### config.mk
export PLATFORM = sky130hd
export DESIGN_NAME = vectored_interrupt_unit
export DESIGN_NICKNAME = d
export VERILOG_FILES = /design/src/vec_irq_pkg.sv /design/src/request_priority_picker.sv /design/src/vectored_interrupt_unit.sv
export SDC_FILE = /design/constraint.sdc
export NUM_CORES = 1
export LEC_CHECK = 0
export ABC_CLOCK_PERIOD_IN_PS = 5500
export BUFFER_PORTS_ARGS = -buffer_cell sky130_fd_sc_hd__buf_2
export CELL_PAD_IN_SITES_DETAIL_PLACEMENT = 0
export CELL_PAD_IN_SITES_GLOBAL_PLACEMENT = 1
export CORE_MARGIN = 3
export CORE_UTILIZATION = 38
export DETAILED_ROUTE_END_ITERATION = 12
export PLACE_DENSITY = 0.86
export SYNTH_ARGS = -nofsm -noshare
export SYNTH_HDL_FRONTEND = slang
export SYNTH_SLANG_ARGS = --single-unit
### constraint.sdc
create_clock -name ref_clk_i -period 5.5 [get_ports ref_clk_i]
set_input_delay 1.1 -clock ref_clk_i [delete_from_list [all_inputs] [get_ports ref_clk_i]]
set_output_delay 1.1 -clock ref_clk_i [all_outputs]
set_load 0.02 [all_outputs]
### src/vec_irq_pkg.sv
package vec_irq_pkg;

  // ----------------------------------------------------------------------
  // Register indices; the byte address on the bus is four times the index.
  // ----------------------------------------------------------------------
  localparam logic [9:0] IDX_EVT_STATUS = 10'h0f0;
  localparam logic [9:0] IDX_EVT_ENABLE = 10'h0f1;
  localparam logic [9:0] IDX_EVT_CLEAR  = 10'h0f2;
  localparam logic [9:0] IDX_PRIORITY   = 10'h0f9;
  localparam logic [9:0] IDX_PENDING    = 10'h0fa;
  localparam logic [9:0] IDX_MASK       = 10'h0fb;
  localparam logic [9:0] IDX_FLAGS      = 10'h0fc;
  localparam logic [9:0] IDX_SP_HIGH    = 10'h0fe;
  localparam logic [9:0] IDX_SP_LOW     = 10'h0ff;

  // ----------------------------------------------------------------------
  // Field positions and reset values.
  // ----------------------------------------------------------------------
  localparam int unsigned NUM_REQ        = 6;
  localparam int unsigned MASK_PROT_BIT  = 6;
  localparam int unsigned MASK_MASTER_BIT = 7;
  localparam int unsigned EVT_GRANT_BIT  = 0;
  localparam int unsigned EVT_VECTOR_BIT = 1;
  localparam int unsigned EVT_BLOCK_BIT  = 2;
  localparam logic [7:0] RST_BYTE        = 8'h00;
  localparam logic [2:0] RST_EVT         = 3'h0;

  // Upper general RAM region guarded by the protect bit.
  localparam logic [7:0] PROT_LOW_ADDR   = 8'h80;
  localparam logic [7:0] PROT_HIGH_ADDR  = 8'hef;

  // ----------------------------------------------------------------------
  // Grant sequence timing in clock periods after the sample point.
  // ----------------------------------------------------------------------
  localparam logic [5:0] PUSH_CYCLES     = 6'h30;
  localparam logic [5:0] VECTOR_CYCLES   = 6'h09;
  localparam logic [5:0] CNT_PUSH_PCL    = 6'h10;
  localparam logic [5:0] CNT_PUSH_PCH    = 6'h20;
  localparam logic [5:0] CNT_PUSH_FLAGS  = PUSH_CYCLES;
  localparam logic [5:0] CNT_RD_HIGH     = PUSH_CYCLES + 6'h01;
  localparam logic [5:0] CNT_CAP_HIGH    = PUSH_CYCLES + 6'h03;
  localparam logic [5:0] CNT_RD_LOW      = PUSH_CYCLES + 6'h05;
  localparam logic [5:0] CNT_CAP_LOW     = PUSH_CYCLES + 6'h07;
  localparam logic [5:0] CNT_FETCH       = PUSH_CYCLES + VECTOR_CYCLES;

  typedef enum logic [0:0] {SEQ_IDLE, SEQ_RUN} seq_state_e;

endpackage : vec_irq_pkg

### src/request_priority_picker.sv
// ------------------------------------------------------------------------
// Rotating priority encoder over the enabled pending requests.
// ------------------------------------------------------------------------
module request_priority_picker
  import vec_irq_pkg::*;
#(
  parameter int unsigned N = NUM_REQ
) (
  // Requests and programmed order.
  input  wire logic [N-1:0] active_i,
  input  wire logic [2:0]   first_i,
  // Winner.
  output logic              valid_o,
  output logic [2:0]        index_o
);

  // The search starts at first_i and wraps; an out-of-range start acts as 0.
  always_comb begin
    int unsigned start;
    int unsigned k;
    start   = (32'(first_i) < N) ? 32'(first_i) : 0;
    k       = 0;
    valid_o = 1'b0;
    index_o = 3'h0;
    for (int unsigned i = 0; i < N; i++) begin
      k = (start + i) % N;
      if (!valid_o && active_i[k]) begin
        valid_o = 1'b1;
        index_o = 3'(k);
      end
    end
  end

endmodule // request_priority_picker

### src/vectored_interrupt_unit.sv
// Summary of operation
// - Six maskable, prioritised requests are fed from eight sources.
// - Four port-3 pins, serial receive, serial transmit and two timers.
// - Mask enables requests one by one, or all together.
// - Mask bits 0..5 enable requests 0..5 in order.
// - Several pending requests are resolved by a software-programmed priority register.
// - Program memory bytes 0..11 hold six 16-bit vectors.
// - A grant disables interrupts, pushes PC and flags, then branches via vector.
// - Vector byte and next byte form the 16-bit service routine address.
// - Pending register stays readable while requests are masked.
// - Software writing one to a pending bit raises that request.
// - Requests are sampled only at the last cycle of each instruction.
// - Forty-eight cycles after sampling cover priority and three stack pushes.
// - The next nine cycles fetch the vector from external memory.
// - Service routine fetch begins on the 58th period after the sample.
// - Mask bit 6 blocks access to upper general RAM; clearing it lifts this.
// - Pushes use a 16-bit stack address from the high and low pointers.
module vectored_interrupt_unit
  import vec_irq_pkg::*;
(
  // Clock and reset.
  input  wire logic        ref_clk_i,
  input  wire logic        reset_i,
  // APB slave.
  input  wire logic        psel_i,
  input  wire logic        penable_i,
  input  wire logic        pwrite_i,
  input  wire logic [11:0] paddr_i,
  input  wire logic [31:0] pwdata_i,
  output logic [31:0]      prdata_o,
  output logic             pready_o,
  output logic             pslverr_o,
  // Request sources.
  input  wire logic [3:0]  port3_request_inputs_i,
  input  wire logic        serial_rx_done_i,
  input  wire logic        serial_tx_done_i,
  input  wire logic [1:0]  timer_done_i,
  // Core sequencer side.
  input  wire logic        instr_last_cycle_i,
  input  wire logic [15:0] pc_i,
  output logic             grant_busy_o,
  output logic             isr_fetch_o,
  output logic [15:0]      isr_addr_o,
  // Stack pushes.
  output logic             stack_wr_o,
  output logic [15:0]      stack_addr_o,
  output logic [7:0]       stack_data_o,
  // Program memory vector reads; data is due in the cycle after the strobe.
  output logic             mem_rd_o,
  output logic [15:0]      mem_addr_o,
  input  wire logic [7:0]  mem_data_i,
  // RAM protect check.
  input  wire logic        ram_access_i,
  input  wire logic [7:0]  ram_addr_i,
  output logic             ram_blocked_o,
  // Interrupt line.
  output logic             irq_o
);

  // ----------------------------------------------------------------------
  // Storage.
  // ----------------------------------------------------------------------
  logic [5:0]  pending_ff;
  logic [7:0]  mask_ff;
  logic [7:0]  flags_ff;
  logic [2:0]  prio_ff;
  logic [7:0]  sph_ff;
  logic [7:0]  spl_ff;
  logic [2:0]  evt_status_ff;
  logic [2:0]  evt_enable_ff;
  logic [3:0]  pin_lvl_ff;
  logic [3:0]  pin_fall;
  logic [5:0]  hw_req;
  logic        pick_valid;
  logic [2:0]  pick_idx;
  logic [2:0]  win_idx_ff;
  logic [15:0] pc_ff;
  logic [7:0]  vec_high_ff;
  logic [7:0]  vec_low_ff;
  logic [5:0]  seq_cnt_ff;
  seq_state_e  seq_state_ff;
  logic        sample;
  logic        acc_phase;
  logic        wr_done;
  logic [9:0]  reg_idx;
  logic        mapped;
  logic [7:0]  rd_byte;
  logic [2:0]  evt_set;
  logic [15:0] sp_cur;
  logic [15:0] nxt_sp;

  // ----------------------------------------------------------------------
  // Pin synchronisers with two-stage agreement; pins signal active low.
  // ----------------------------------------------------------------------
  generate
    for (genvar g = 0; g < 4; g++) begin : g_pin
      logic [2:0] sync_ff;
      // The third stage only confirms; a change counts when stages agree.
      always_ff @(posedge ref_clk_i or posedge reset_i) begin
        if (reset_i) begin
          sync_ff       <= 3'h7;
          pin_lvl_ff[g] <= 1'b1;
        end else begin
          sync_ff <= {sync_ff[1:0], port3_request_inputs_i[g]};
          if (sync_ff[1] == sync_ff[2]) begin
            pin_lvl_ff[g] <= sync_ff[2];
          end
        end
      end
      assign pin_fall[g] = pin_lvl_ff[g] && (g_pin[g].sync_ff[1] == g_pin[g].sync_ff[2]) && !sync_ff[2];
    end
  endgenerate

  // Eight sources folded onto six requests; shared lines are ORed.
  assign hw_req = {timer_done_i[1],
                   timer_done_i[0] | serial_tx_done_i,
                   pin_fall[0] | serial_rx_done_i,
                   pin_fall[1], pin_fall[3], pin_fall[2]};

  // ----------------------------------------------------------------------
  // Priority resolution.
  // ----------------------------------------------------------------------
  request_priority_picker #(
    .N (NUM_REQ)
  ) u_picker (
    .active_i (pending_ff & mask_ff[5:0]),
    .first_i  (prio_ff),
    .valid_o  (pick_valid),
    .index_o  (pick_idx)
  );

  // A grant starts only at an instruction end, with the master enable on.
  assign sample = instr_last_cycle_i && (seq_state_ff == SEQ_IDLE)
                  && mask_ff[MASK_MASTER_BIT] && pick_valid;

  // ----------------------------------------------------------------------
  // APB decode; every access has one wait state.
  // ----------------------------------------------------------------------
  assign acc_phase = psel_i && penable_i;
  assign wr_done   = acc_phase && pwrite_i && pready_o;
  assign reg_idx   = paddr_i[11:2];
  assign mapped    = (reg_idx inside {IDX_EVT_STATUS, IDX_EVT_ENABLE, IDX_EVT_CLEAR,
                      IDX_PRIORITY, IDX_PENDING, IDX_MASK, IDX_FLAGS,
                      IDX_SP_HIGH, IDX_SP_LOW});

  // Read mux; the clear register and unmapped words read as zero.
  always_comb begin
    case (reg_idx)
      IDX_EVT_STATUS: rd_byte = {5'h00, evt_status_ff};
      IDX_EVT_ENABLE: rd_byte = {5'h00, evt_enable_ff};
      IDX_PRIORITY:   rd_byte = {5'h00, prio_ff};
      IDX_PENDING:    rd_byte = {2'h0, pending_ff};
      IDX_MASK:       rd_byte = mask_ff;
      IDX_FLAGS:      rd_byte = flags_ff;
      IDX_SP_HIGH:    rd_byte = sph_ff;
      IDX_SP_LOW:     rd_byte = spl_ff;
      default:        rd_byte = 8'h00;
    endcase
  end

  // Ready rises one cycle into the access phase and falls after completion.
  always_ff @(posedge ref_clk_i or posedge reset_i) begin
    if (reset_i) begin
      pready_o  <= 1'b0;
      prdata_o  <= 32'h0000_0000;
      pslverr_o <= 1'b0;
    end else if (acc_phase && !pready_o) begin
      pready_o  <= 1'b1;
      prdata_o  <= pwrite_i ? 32'h0000_0000 : {24'h00_0000, rd_byte};
      pslverr_o <= !mapped;
    end else begin
      pready_o  <= 1'b0;
      pslverr_o <= 1'b0;
    end
  end

  // ----------------------------------------------------------------------
  // Pending, mask, priority and flags registers.
  // ----------------------------------------------------------------------
  // A source pulse in the same cycle as a write or a grant clear still lands.
  always_ff @(posedge ref_clk_i or posedge reset_i) begin
    if (reset_i) begin
      pending_ff <= 6'h00;
    end else begin
      logic [5:0] nxt_pending;
      nxt_pending = pending_ff;
      if (wr_done && reg_idx == IDX_PENDING) begin
        nxt_pending = pwdata_i[5:0];
      end
      if (sample) begin
        nxt_pending[pick_idx] = 1'b0;
      end
      pending_ff <= nxt_pending | hw_req;
    end
  end

  // The grant drops the master enable; it wins over a same-cycle write.
  always_ff @(posedge ref_clk_i or posedge reset_i) begin
    if (reset_i) begin
      mask_ff  <= RST_BYTE;
      prio_ff  <= 3'h0;
      flags_ff <= RST_BYTE;
    end else begin
      if (wr_done && reg_idx == IDX_MASK) begin
        mask_ff <= pwdata_i[7:0];
      end
      if (sample) begin
        mask_ff[MASK_MASTER_BIT] <= 1'b0;
      end
      if (wr_done && reg_idx == IDX_PRIORITY) begin
        prio_ff <= pwdata_i[2:0];
      end
      if (wr_done && reg_idx == IDX_FLAGS) begin
        flags_ff <= pwdata_i[7:0];
      end
    end
  end

  // ----------------------------------------------------------------------
  // Stack pointer; pushes pre-decrement and override software writes.
  // ----------------------------------------------------------------------
  assign sp_cur = {sph_ff, spl_ff};
  assign nxt_sp = sp_cur - 16'h0001;

  always_ff @(posedge ref_clk_i or posedge reset_i) begin
    if (reset_i) begin
      sph_ff <= RST_BYTE;
      spl_ff <= RST_BYTE;
    end else if (seq_state_ff == SEQ_RUN && (seq_cnt_ff == CNT_PUSH_PCL
                 || seq_cnt_ff == CNT_PUSH_PCH || seq_cnt_ff == CNT_PUSH_FLAGS)) begin
      {sph_ff, spl_ff} <= nxt_sp;
    end else if (wr_done && reg_idx == IDX_SP_HIGH) begin
      sph_ff <= pwdata_i[7:0];
    end else if (wr_done && reg_idx == IDX_SP_LOW) begin
      spl_ff <= pwdata_i[7:0];
    end
  end

  // ----------------------------------------------------------------------
  // Grant sequence: 48 cycles of pushes, nine of vector fetch, then branch.
  // ----------------------------------------------------------------------
  always_ff @(posedge ref_clk_i or posedge reset_i) begin
    if (reset_i) begin
      seq_state_ff <= SEQ_IDLE;
      seq_cnt_ff   <= 6'h00;
      win_idx_ff   <= 3'h0;
      pc_ff        <= 16'h0000;
    end else begin
      case (seq_state_ff)
        SEQ_IDLE: begin
          if (sample) begin
            seq_state_ff <= SEQ_RUN;
            seq_cnt_ff   <= 6'h01;
            win_idx_ff   <= pick_idx;
            pc_ff        <= pc_i;
          end
        end
        SEQ_RUN: begin
          seq_cnt_ff <= seq_cnt_ff + 6'h01;
          if (seq_cnt_ff == CNT_FETCH) begin
            seq_state_ff <= SEQ_IDLE;
            seq_cnt_ff   <= 6'h00;
          end
        end
        default: begin
          seq_state_ff <= SEQ_IDLE;
        end
      endcase
    end
  end

  // Push low PC byte, high PC byte, then flags, each at its own slot.
  always_ff @(posedge ref_clk_i or posedge reset_i) begin
    if (reset_i) begin
      stack_wr_o   <= 1'b0;
      stack_addr_o <= 16'h0000;
      stack_data_o <= 8'h00;
    end else begin
      stack_wr_o <= 1'b0;
      if (seq_state_ff == SEQ_RUN) begin
        if (seq_cnt_ff == CNT_PUSH_PCL || seq_cnt_ff == CNT_PUSH_PCH
            || seq_cnt_ff == CNT_PUSH_FLAGS) begin
          stack_wr_o   <= 1'b1;
          stack_addr_o <= nxt_sp;
        end
        if (seq_cnt_ff == CNT_PUSH_PCL) begin
          stack_data_o <= pc_ff[7:0];
        end else if (seq_cnt_ff == CNT_PUSH_PCH) begin
          stack_data_o <= pc_ff[15:8];
        end else if (seq_cnt_ff == CNT_PUSH_FLAGS) begin
          stack_data_o <= flags_ff;
        end
      end
    end
  end

  // Vector pair at 2*n and 2*n+1 inside the low twelve bytes; high byte first.
  always_ff @(posedge ref_clk_i or posedge reset_i) begin
    if (reset_i) begin
      mem_rd_o    <= 1'b0;
      mem_addr_o  <= 16'h0000;
      vec_high_ff <= 8'h00;
      vec_low_ff  <= 8'h00;
    end else begin
      mem_rd_o <= 1'b0;
      if (seq_state_ff == SEQ_RUN) begin
        if (seq_cnt_ff == CNT_RD_HIGH) begin
          mem_rd_o   <= 1'b1;
          mem_addr_o <= {12'h000, win_idx_ff, 1'b0};
        end
        if (seq_cnt_ff == CNT_RD_LOW) begin
          mem_rd_o   <= 1'b1;
          mem_addr_o <= {12'h000, win_idx_ff, 1'b1};
        end
        if (seq_cnt_ff == CNT_CAP_HIGH) begin
          vec_high_ff <= mem_data_i;
        end
        if (seq_cnt_ff == CNT_CAP_LOW) begin
          vec_low_ff <= mem_data_i;
        end
      end
    end
  end

  // Branch strobe and busy level toward the core.
  always_ff @(posedge ref_clk_i or posedge reset_i) begin
    if (reset_i) begin
      isr_fetch_o  <= 1'b0;
      isr_addr_o   <= 16'h0000;
      grant_busy_o <= 1'b0;
    end else begin
      isr_fetch_o  <= (seq_state_ff == SEQ_RUN) && (seq_cnt_ff == CNT_FETCH);
      grant_busy_o <= sample || (seq_state_ff == SEQ_RUN && seq_cnt_ff != CNT_FETCH);
      if (seq_state_ff == SEQ_RUN && seq_cnt_ff == CNT_FETCH) begin
        isr_addr_o <= {vec_high_ff, vec_low_ff};
      end
    end
  end

  // ----------------------------------------------------------------------
  // RAM protect and event interrupt.
  // ----------------------------------------------------------------------
  always_ff @(posedge ref_clk_i or posedge reset_i) begin
    if (reset_i) begin
      ram_blocked_o <= 1'b0;
    end else begin
      ram_blocked_o <= ram_access_i && mask_ff[MASK_PROT_BIT]
                       && ram_addr_i >= PROT_LOW_ADDR && ram_addr_i <= PROT_HIGH_ADDR;
    end
  end

  assign evt_set = {ram_access_i && mask_ff[MASK_PROT_BIT] && ram_addr_i >= PROT_LOW_ADDR
                    && ram_addr_i <= PROT_HIGH_ADDR,
                    seq_state_ff == SEQ_RUN && seq_cnt_ff == CNT_FETCH, sample};

  // Sticky events; a new event beats a same-cycle clear.
  always_ff @(posedge ref_clk_i or posedge reset_i) begin
    if (reset_i) begin
      evt_status_ff <= RST_EVT;
      evt_enable_ff <= RST_EVT;
      irq_o         <= 1'b0;
    end else begin
      if (wr_done && reg_idx == IDX_EVT_CLEAR) begin
        evt_status_ff <= (evt_status_ff & ~pwdata_i[2:0]) | evt_set;
      end else begin
        evt_status_ff <= evt_status_ff | evt_set;
      end
      if (wr_done && reg_idx == IDX_EVT_ENABLE) begin
        evt_enable_ff <= pwdata_i[2:0];
      end
      irq_o <= |(evt_status_ff & evt_enable_ff);
    end
  end
endmodule // vectored_interrupt_unit

==> results of run 1 <==
==> power groups by stage <==
stage / clock network, W / logic [W] / registers (W)
3_3_place_gp: 0 / 0.000112 / 0.00126
3_5_place_dp: 0 / 0.000113 / 0.00126
4_1_cts: 0.00129 / 0.000113 / 0.00124
5_1_grt: 0.00135 / 0.000124 / 0.00124
2_1_floorplan: 0 / 0.0000850 / 0.00126
6_report: 0.00126 / 0.000113 / 0.00124
==> synthesized netlist by cell type (8+ instances only) <==
library cell               instances
sky130_fd_sc_hd__a22o_1            8
sky130_fd_sc_hd__nand2_1         111
sky130_fd_sc_hd__nand2b_1         13
sky130_fd_sc_hd__nor3b_1           9
sky130_fd_sc_hd__o21ai_0          67
sky130_fd_sc_hd__xnor2_1          11
sky130_fd_sc_hd__a22oi_1          10
sky130_fd_sc_hd__dfstp_2          16
sky130_fd_sc_hd__ha_1             12
sky130_fd_sc_hd__nor2_1           29
sky130_fd_sc_hd__dfrtp_1         149
sky130_fd_sc_hd__a21oi_1          19
sky130_fd_sc_hd__or3_1             8
sky130_fd_sc_hd__a31oi_1          10
sky130_fd_sc_hd__o21ai_1           8
sky130_fd_sc_hd__nor3_1           16
sky130_fd_sc_hd__nand3_1          11
sky130_fd_sc_hd__mux2_2           81
sky130_fd_sc_hd__clkbuf_1         32
sky130_fd_sc_hd__buf_4            36
sky130_fd_sc_hd__inv_1            18
sky130_fd_sc_hd__mux2i_1          25
==> registers in the layout (all words and copies together), names as in the netlist, 4 cells and up <==
signal         count
stack_addr_o      16
stack_data_o       8
seq_cnt_ff         6
pending_ff         6
flags_ff           8
spl_ff             8
sph_ff             8
pc_ff             16
mask_ff            8
vec_low_ff         8
mem_addr_o         4
pin_lvl_ff         4
prdata_o           8
g_pin.sync_ff     12
vec_high_ff        8
isr_addr_o        16
==> area by class of cell <==
type,instances,share of cell area [%]
timing repair buffer,125,6.57
tap,280,3.47
clock buffer,21,5.09
clock inverter,11,1.24
multi-input combinational,610,41.7
sequential,165,41.1
inverter,22,0.880
==> critical path, cell delays in order (launching register included) <==
cell and delay [ns]:
sky130_fd_sc_hd__dfrtp_1 0.51, sky130_fd_sc_hd__ha_1 0.32, sky130_fd_sc_hd__nand2b_1 0.43, sky130_fd_sc_hd__inv_4 0.13, sky130_fd_sc_hd__ha_1 0.29, sky130_fd_sc_hd__xnor2_1 0.25
sky130_fd_sc_hd__inv_2 0.09, sky130_fd_sc_hd__ha_1 0.27, sky130_fd_sc_hd__or3b_1 0.43, sky130_fd_sc_hd__mux2_2 0.31, sky130_fd_sc_hd__a211oi_2 0.31, sky130_fd_sc_hd__nor3b_2 0.11
sky130_fd_sc_hd__nor2b_4 0.16, sky130_fd_sc_hd__a31oi_4 0.48, sky130_fd_sc_hd__buf_12 0.23, sky130_fd_sc_hd__mux2_2 0.35
==> per-stage QoR <==
stage                     util (%)  setup WS, ns  total power [W]
after floorplan                  -          1.54          0.00134
after global placement        42.5         0.796          0.00137
after detailed placement      42.5         0.718          0.00137
after CTS                     45.4         0.683          0.00264
after global routing          45.4         0.290          0.00271
final                         45.4         0.688          0.00261
==> cells by family after synthesis <==
logic type               Yosys count
other                              1
buffers and inverters             99
AND/OR/NAND/NOR                  259
XOR/XNOR                          17
flip-flops                       165
AO/OA/AOI/OAI                    174
adder cells (fa/ha/maj)           16
multiplexers                     108
==> cells in the final DEF, fill, tap and decap left out, types with 6 or more instances in the layout <==
cell,netlist,final
sky130_fd_sc_hd__a22o_1,8,8
sky130_fd_sc_hd__o21ai_0,67,67
sky130_fd_sc_hd__or3_1,8,8
sky130_fd_sc_hd__a31oi_1,10,10
sky130_fd_sc_hd__dfstp_2,16,16
sky130_fd_sc_hd__ha_1,12,12
sky130_fd_sc_hd__conb_1,1,36
sky130_fd_sc_hd__nand3_1,11,11
sky130_fd_sc_hd__nor2_1,29,29
sky130_fd_sc_hd__xnor2_1,11,11
sky130_fd_sc_hd__clkbuf_16,0,20
sky130_fd_sc_hd__nand4_1,7,7
sky130_fd_sc_hd__xor2_1,6,6
sky130_fd_sc_hd__mux2_2,81,81
sky130_fd_sc_hd__inv_1,18,17
sky130_fd_sc_hd__buf_2,3,120
sky130_fd_sc_hd__nand2b_1,13,13
sky130_fd_sc_hd__and3_1,6,6
sky130_fd_sc_hd__nand2_1,111,111
sky130_fd_sc_hd__a22oi_1,10,10
sky130_fd_sc_hd__a21oi_1,19,19
sky130_fd_sc_hd__dfrtp_1,149,149
sky130_fd_sc_hd__nor3b_1,9,9
sky130_fd_sc_hd__mux2i_1,25,25
sky130_fd_sc_hd__o21ai_1,8,8
sky130_fd_sc_hd__nor3_1,16,15
sky130_fd_sc_hd__a21o_1,7,7
==> layer usage <==
layer	vias up	part of all wire, %
met5	-	0
met3	19	8.2
met2	260	44
met1	3178	47
met4	0	0.86
li1	3156	-
==> final timing paths <==
| path | slack [ns] | from | end | cells after the start |
|---|---|---|---|---|
| worst max-delay path | 0.69 | prio_ff[1] | pc_ff[7] | 15 |
| worst min-delay path | 0.36 | g_pin[1].sync_ff[0] | g_pin[1].sync_ff[1] | 0 |
| worst max register to register | 0.69 | prio_ff[1] | pc_ff[7] | 15 |
| worst min register to register | 0.36 | g_pin[1].sync_ff[0] | g_pin[1].sync_ff[1] | 0 |
| max in group asynchronous | 3.92 | reset_i | spl_ff[4] | 3 |
| min in group asynchronous | 0.90 | reset_i | mem_rd_o | 3 |
==> results summary, run 1 <==
The clock group share of total power came out at 48.2%. After technology mapping, the gate count stands at 839. The biggest fanout along the worst timing path came out at 17. Setup repair after global routing left no endpoint under its margin. The element type at the critical path start is a flip-flop. The count of antenna diodes in the layout is 0. For this run, asynchronously set or reset flops after synthesis account for 100%.

The number of design-rule violations left by the first detailed-router iteration came out at 398. In the final timing run, aggregate negative setup slack is 0 ns. The detail-routed net length per standard cell is 17.1 um. The residual overflow from global routing came out at 0. The run finished with clean final reports. The wire length of the first global-routing pass came out at 33300 um. Of the total synthesized cell area, the portion taken by AND, OR, NAND and NOR gates is roughly 16%.

Excluding fillers, the count of instances in the completed layout stands at 1234. The combinational power share is around 4.3%. The largest net degree at the start of global routing is ~170. The tightest min-delay check is of the flip-flop to flip-flop type. In the global route stage, met3 resource usage came out at 4.70%.

The met1 track demand over resource in global routing came out at between 20 and 25%. The setup clock skew after layout is 0.0104 ns. The aggregate routed wire length came out at 21000 um. The clock root buffer is sky130_fd_sc_hd__clkbuf_16. The net count reported at finish is around 1.0k.

The area share of fa/ha/maj cells after synthesis came out at between 2 and 2.5%. The number of fill cells in the layout is 2084. For the pin with the worst max-slew slack, the measured transition is 0.996 ns. The placed instance area is between 9000 and 10000 um2. The number of setup buffers added after CTS came out at 0. The cell internal power dissipation came out at roughly 0.0020 W.

The number of unique standard cell types used by synthesis came out at 86. Setup violations remaining at the end of the flow were counted as 0. The worst hold-check slack came out at 0.356 ns. The synthesized netlist devotes 13.5% of its cell area to compound gates. The fraction of layout instances using a drive strength above 1 is just under 30%. The clock tree from TritonCTS is done. The remaining antenna violation count after routing came out at 0. The vias after detailed routing is between 6k and 7k.

The global routing stage identified its most utilized layer as met1. The critical path data arrival time is 5.13 ns. Yosys mapped a number of flops with a built-in enable equal to 0. The area of combinational cells with multiple inputs is 4210 um2.

Clock tree synthesis inserted a total of 17 buffers. The global-route track usage on met2 came out at between 20 and 25%. The total track usage came out at 16.8%.

The number of clock sinks came out at 165. The switching power came out at 0.000611 W. After synthesis, the cell types taking the most area are sky130_fd_sc_hd__dfrtp_1, sky130_fd_sc_hd__mux2_2, sky130_fd_sc_hd__dfstp_2, sky130_fd_sc_hd__nand2_1, sky130_fd_sc_hd__o21ai_0. The xor and xnor area share after synthesis is 1.70%. The fraction of power spent switching nets came out at 23.4%. After synthesis, the largest family of logic cells by area is simple AND/OR/NAND/NOR gates. The placeable core area is ~22000 um2. The highest attainable clock frequency came out at 208 MHz. The detailed-route DRC error count is 0. The clock passes through at most 2 buffers. The share of the synthesized area in the top cell type came out at 42.6%.

The initial antenna violation count is 0. The number of global-route vias before repair came out at 6259. The die area is 24900 um2.

The mean area per synthesized cell is 10.4 um2. The required time reported for the critical path endpoint is 5.82 ns. The worst-case IR drop observed on VDD is 0.000198 V. Summed over all instances, the cell type with the most area after synthesis is sky130_fd_sc_hd__dfrtp_1. The die span in x came out at 158 um. The leakage power came out at 4.94 nW. The clock tree synthesis step divided the H-tree into 4 levels. The instance count after placement with tap cells included came out at 1202.

The post-route cell area is 10100 um2. The weighted congestion at the end of routability-driven global placement is about 0.83. The row count is 54. Gates resized during post-CTS repair numbered 0. The clock reaches the later pin of the worst-skew pair after 0.43 ns.

The post-detailed-route via-to-cell ratio came out at 5.36. The relative slew slack is 33.1%. The prevailing post-synth register cell is sky130_fd_sc_hd__dfrtp_1. The yosys synthesis warning count came out at 0. After layout, the worst path uses 87.5% of the clock period. The minimum clock period after layout is 4.81 ns. The total area of sequential cells is 4150 um2. The number of max-cap violations came out at 0.

By startpoint and endpoint, the worst setup path is classified as flip-flop to flip-flop. The power per standard cell area is about 260 nW/um2. The final hold violation count came to 0. The starting density of the core came out at 39.3%.

Sequential cells burn between 40% and 50% of the power. The max-slew violation count came out at 0. The clock edge transition at the registers on the reported setup and hold paths came out at 0.07 ns. The register area share after synthesis is 47.4%. The number of buffers added to fix hold violations after cts came out at 0. The die height came out at 158 um. STA classifies the critical path endpoint as a flip-flop. In this run the count of I/O pins placed on the die edge is 187. The layout overhead on the synthesized area came out at 15.4%.

Of the post-synthesis cell area, the part taken by muxes is 13.6%. The HPWL reported at the end of detailed placement is 14900 um. The first-pass iteration count of the detailed router is 5. The total of flip-flops plus latches after synthesis is around 170. The number of buffers inserted by port buffering came out at 120. After synthesis the cells add up to approximately 8700 um2.
(Power assumes the default switching activity.)
==> run 2: changes to the inputs <==
--- a/config.mk
+++ b/config.mk
@@ -13,6 +13,7 @@
 export CORE_UTILIZATION = 38
 export DETAILED_ROUTE_END_ITERATION = 12
 export PLACE_DENSITY = 0.86
+export RECOVER_POWER = 100
 export SYNTH_ARGS = -nofsm -noshare
 export SYNTH_HDL_FRONTEND = slang
 export SYNTH_SLANG_ARGS = --single-unit
==> results summary, run 2 (synthesized netlist as in run 1, its figures left out) <==
The flow ran to the end, but the final reports show violations. The checks that failed: max-capacitance violations, max-slew violations. The worst voltage drop across the vdd grid was 0.000198 V (about the same).

The total track usage came out at 16.8% (unchanged). The maximum number of buffers from clock root to sink came out at 2 (unchanged). The number of fill cells in the layout was 2124 (+1.9%). The number of global-route vias before repair came to 6259 (unchanged). The die height was 158 um (unchanged). The wire length of the first global-routing pass came out at 33300 um (unchanged). The number of buffers inserted by port buffering came out at 120 (unchanged). The element type at the critical path start is a flip-flop.

The clock edge transition at the registers on the reported setup and hold paths is 0.07 ns (about the same). The layout overhead on the synthesized area is 14.0%. The final total power is 0.00261 W (about the same). The vias after detailed routing is 6618 (+0.076%).

The post-route cell area is 9970 um2 (-1.2%). The max-slew violation count came out at 244 (+244). The setup slack of the critical path after layout came out at 0.493 ns (-0.195 ns).

Setup repair after global routing left no endpoint under its margin. The setup clock skew after layout came out at 0.0105 ns (+0.000110 ns). The highest attainable clock frequency is 200 MHz (-3.9%). The power per standard cell area is 261 nW/um2 (+1.2%). The remaining antenna violation count after routing is 0 (unchanged). The initial antenna violation count came out at 0 (unchanged).

The net count reported at finish is 1044 (unchanged). The count of antenna diodes in the layout is 0 (unchanged). The number of clock sinks came out at 165 (unchanged). The row count came out at 54 (unchanged). The detailed-route DRC error count came out at 0 (unchanged). The number of H-tree levels is 4 (unchanged). The number of buffers added to fix hold violations after cts came out at 0 (unchanged). The number of design-rule violations left by the first detailed-router iteration is 426 (+7.0%). The number of max-cap violations is 2 (+2). STA classifies the critical path endpoint as a flip-flop. The fraction of layout instances using a drive strength above 1 is 21.8% (-7.9 points). The worst setup path is of the flip-flop to flip-flop kind. The aggregate routed wire length is 21000 um (-0.31%).

The post-cts gate resize count is 0 (unchanged). The die area is 24900 um2 (unchanged). The share of the clock period used by the worst path after layout came out at 91.0% (+3.5 points).

The starting density of the core is 39.3% (unchanged). The required time reported for the critical path endpoint was 5.82 ns (about the same). The minimum clock period after layout is 5.01 ns (+0.195 ns).

The number of top-level pins is 187 (unchanged). The first-pass iteration count of the detailed router came out at 4 (-1). The biggest fanout along the worst timing path came out at 17 (unchanged). The library cells used most frequently in the layout, excluding fill and tap cells, are sky130_fd_sc_hd__dfrtp_1, sky130_fd_sc_hd__nand2_1, sky130_fd_sc_hd__mux2_2, sky130_fd_sc_hd__o21ai_0, sky130_fd_sc_hd__clkbuf_1. The post-detailed-route via-to-cell ratio came out at 5.36 (about the same). The HPWL reported at the end of detailed placement came out at 14900 um (unchanged).

The commonest non-fill, non-tap cell in the layout is sky130_fd_sc_hd__dfrtp_1. The clock latency of the later-clocked register in the worst-skew pair came to 0.43 ns (about the same). The worst reg2reg path depth is 15 (unchanged). The largest registers in the layout are isr_addr_o: 16 flops, pc_ff: 16 flops, stack_addr_o: 16 flops. The placed instance area is 9460 um2 (unchanged). The final hold violation count came out at 0 (unchanged).

The transition time of the tightest slew-check pin came out at 4.01 ns (+3.01 ns). The number of buffers created by CTS was 17 (unchanged). The cell sitting at the root of the clock tree is a sky130_fd_sc_hd__clkbuf_16. The setup TNS is 0 ns (unchanged).

The largest net degree at the start of global routing is 166 (unchanged). The global-route track usage on met2 came out at 24.3% (unchanged). The path class of the tightest hold or removal check is flip-flop to flip-flop. The critical path data arrival time came out at 5.32 ns (+0.19 ns). The weighted congestion at the end of routability-driven global placement came to 0.827 (unchanged). The worst hold path stage count came out at 0 (unchanged).

met1 is the most crowded layer. The number of setup buffers added after CTS is 0 (unchanged). The count of endpoints failing setup in the final report was 0 (unchanged). The placeable core area came to 22200 um2 (unchanged).

The met3 track demand over resource came out at 4.70% (unchanged). The met1 track demand over resource in global routing is 24.9% (unchanged). The die span in x is 158 um (unchanged). The relative slew slack came out at -167% (-200 points). The leakage power is 4.66 nW (-5.5%). The residual overflow from global routing was 0 (unchanged). The pre-CTS setup slack came out at 0.718 ns (unchanged). The clock tree from TritonCTS is done. The detail-routed net length per standard cell is 17.0 um (-0.31%).
## run 2: cell count changes in the layout (fill, tap and decap cells not counted), moves of 3 or more
cell | before | now
sky130_fd_sc_hd__clkbuf_1 | 0 | 65
sky130_fd_sc_hd__buf_2 | 120 | 57
sky130_fd_sc_hd__dfstp_1 | 0 | 4
sky130_fd_sc_hd__dfstp_2 | 16 | 12
sky130_fd_sc_hd__o21ai_0 | 67 | 71
sky130_fd_sc_hd__o21ai_1 | 8 | 4
sky130_fd_sc_hd__nor3_1 | 15 | 18
sky130_fd_sc_hd__nor3_2 | 5 | 2
## run 2: path summary, 6_finish.rpt
check	slack [ns]	startpoint	to
setup / recovery	0.49	prio_ff[1]	pc_ff[7]
hold / removal	0.36	g_pin[1].sync_ff[0]	g_pin[1].sync_ff[1]
setup reg to reg	0.49	prio_ff[1]	pc_ff[7]
hold reg to reg	0.36	g_pin[1].sync_ff[0]	g_pin[1].sync_ff[1]
max in group asynchronous	0.97	reset_i	prdata_o[4]
min in group asynchronous	2.18	reset_i	mem_rd_o
## run 2: metal layers
metal,wire [um],vias up
met5,0,-
met4,156,0
met3,1630,15
met2,9230,249
met1,9960,3203
li1,-,3151
## run 2: worst max-delay path, stage by stage, from the launching register on
cell and delay [ns]:
sky130_fd_sc_hd__dfrtp_1 0.51, sky130_fd_sc_hd__ha_1 0.32, sky130_fd_sc_hd__nand2b_1 0.44, sky130_fd_sc_hd__inv_4 0.13
sky130_fd_sc_hd__ha_1 0.30, sky130_fd_sc_hd__xnor2_1 0.25, sky130_fd_sc_hd__inv_2 0.09, sky130_fd_sc_hd__ha_1 0.27
sky130_fd_sc_hd__or3b_1 0.43, sky130_fd_sc_hd__mux2_1 0.34, sky130_fd_sc_hd__a211oi_1 0.44, sky130_fd_sc_hd__nor3b_2 0.12
sky130_fd_sc_hd__nor2b_4 0.17, sky130_fd_sc_hd__a31oi_4 0.48, sky130_fd_sc_hd__buf_12 0.23, sky130_fd_sc_hd__mux2_2 0.35
## run 2: power by group
| group | leakage [nW] | internal, W | switching (W) |
|---|---|---|---|
| sequential | 2.12 | 0.00123 | 0.00000641 |
| clock | 0.316 | 0.000734 | 0.000525 |
| combinational | 2.23 | 0.0000288 | 0.0000813 |
## run 2: cell type report
cell class	instances	area, um2	share of cell area, %
Inverter	22	88.8	0.891
Clock inverter	11	125	1.25
Timing Repair Buffer	125	562	5.63
Tap cell	280	350	3.51
Multi-Input combinational cell	610	4180	41.9
Clock buffer	21	514	5.16
Sequential cell	165	4150	41.6
## run 2: per-stage QoR
step / hold WS (ns) / util [%] / std cells
global placement: 0.346 / 42.5 / 1202
floorplan: 0.345 / - / 874
global route: 0.369 / 44.9 / 1234
detailed placement: 0.348 / 42.5 / 1202
CTS: 0.357 / 45.4 / 1234
finish: 0.361 / 44.9 / 1234
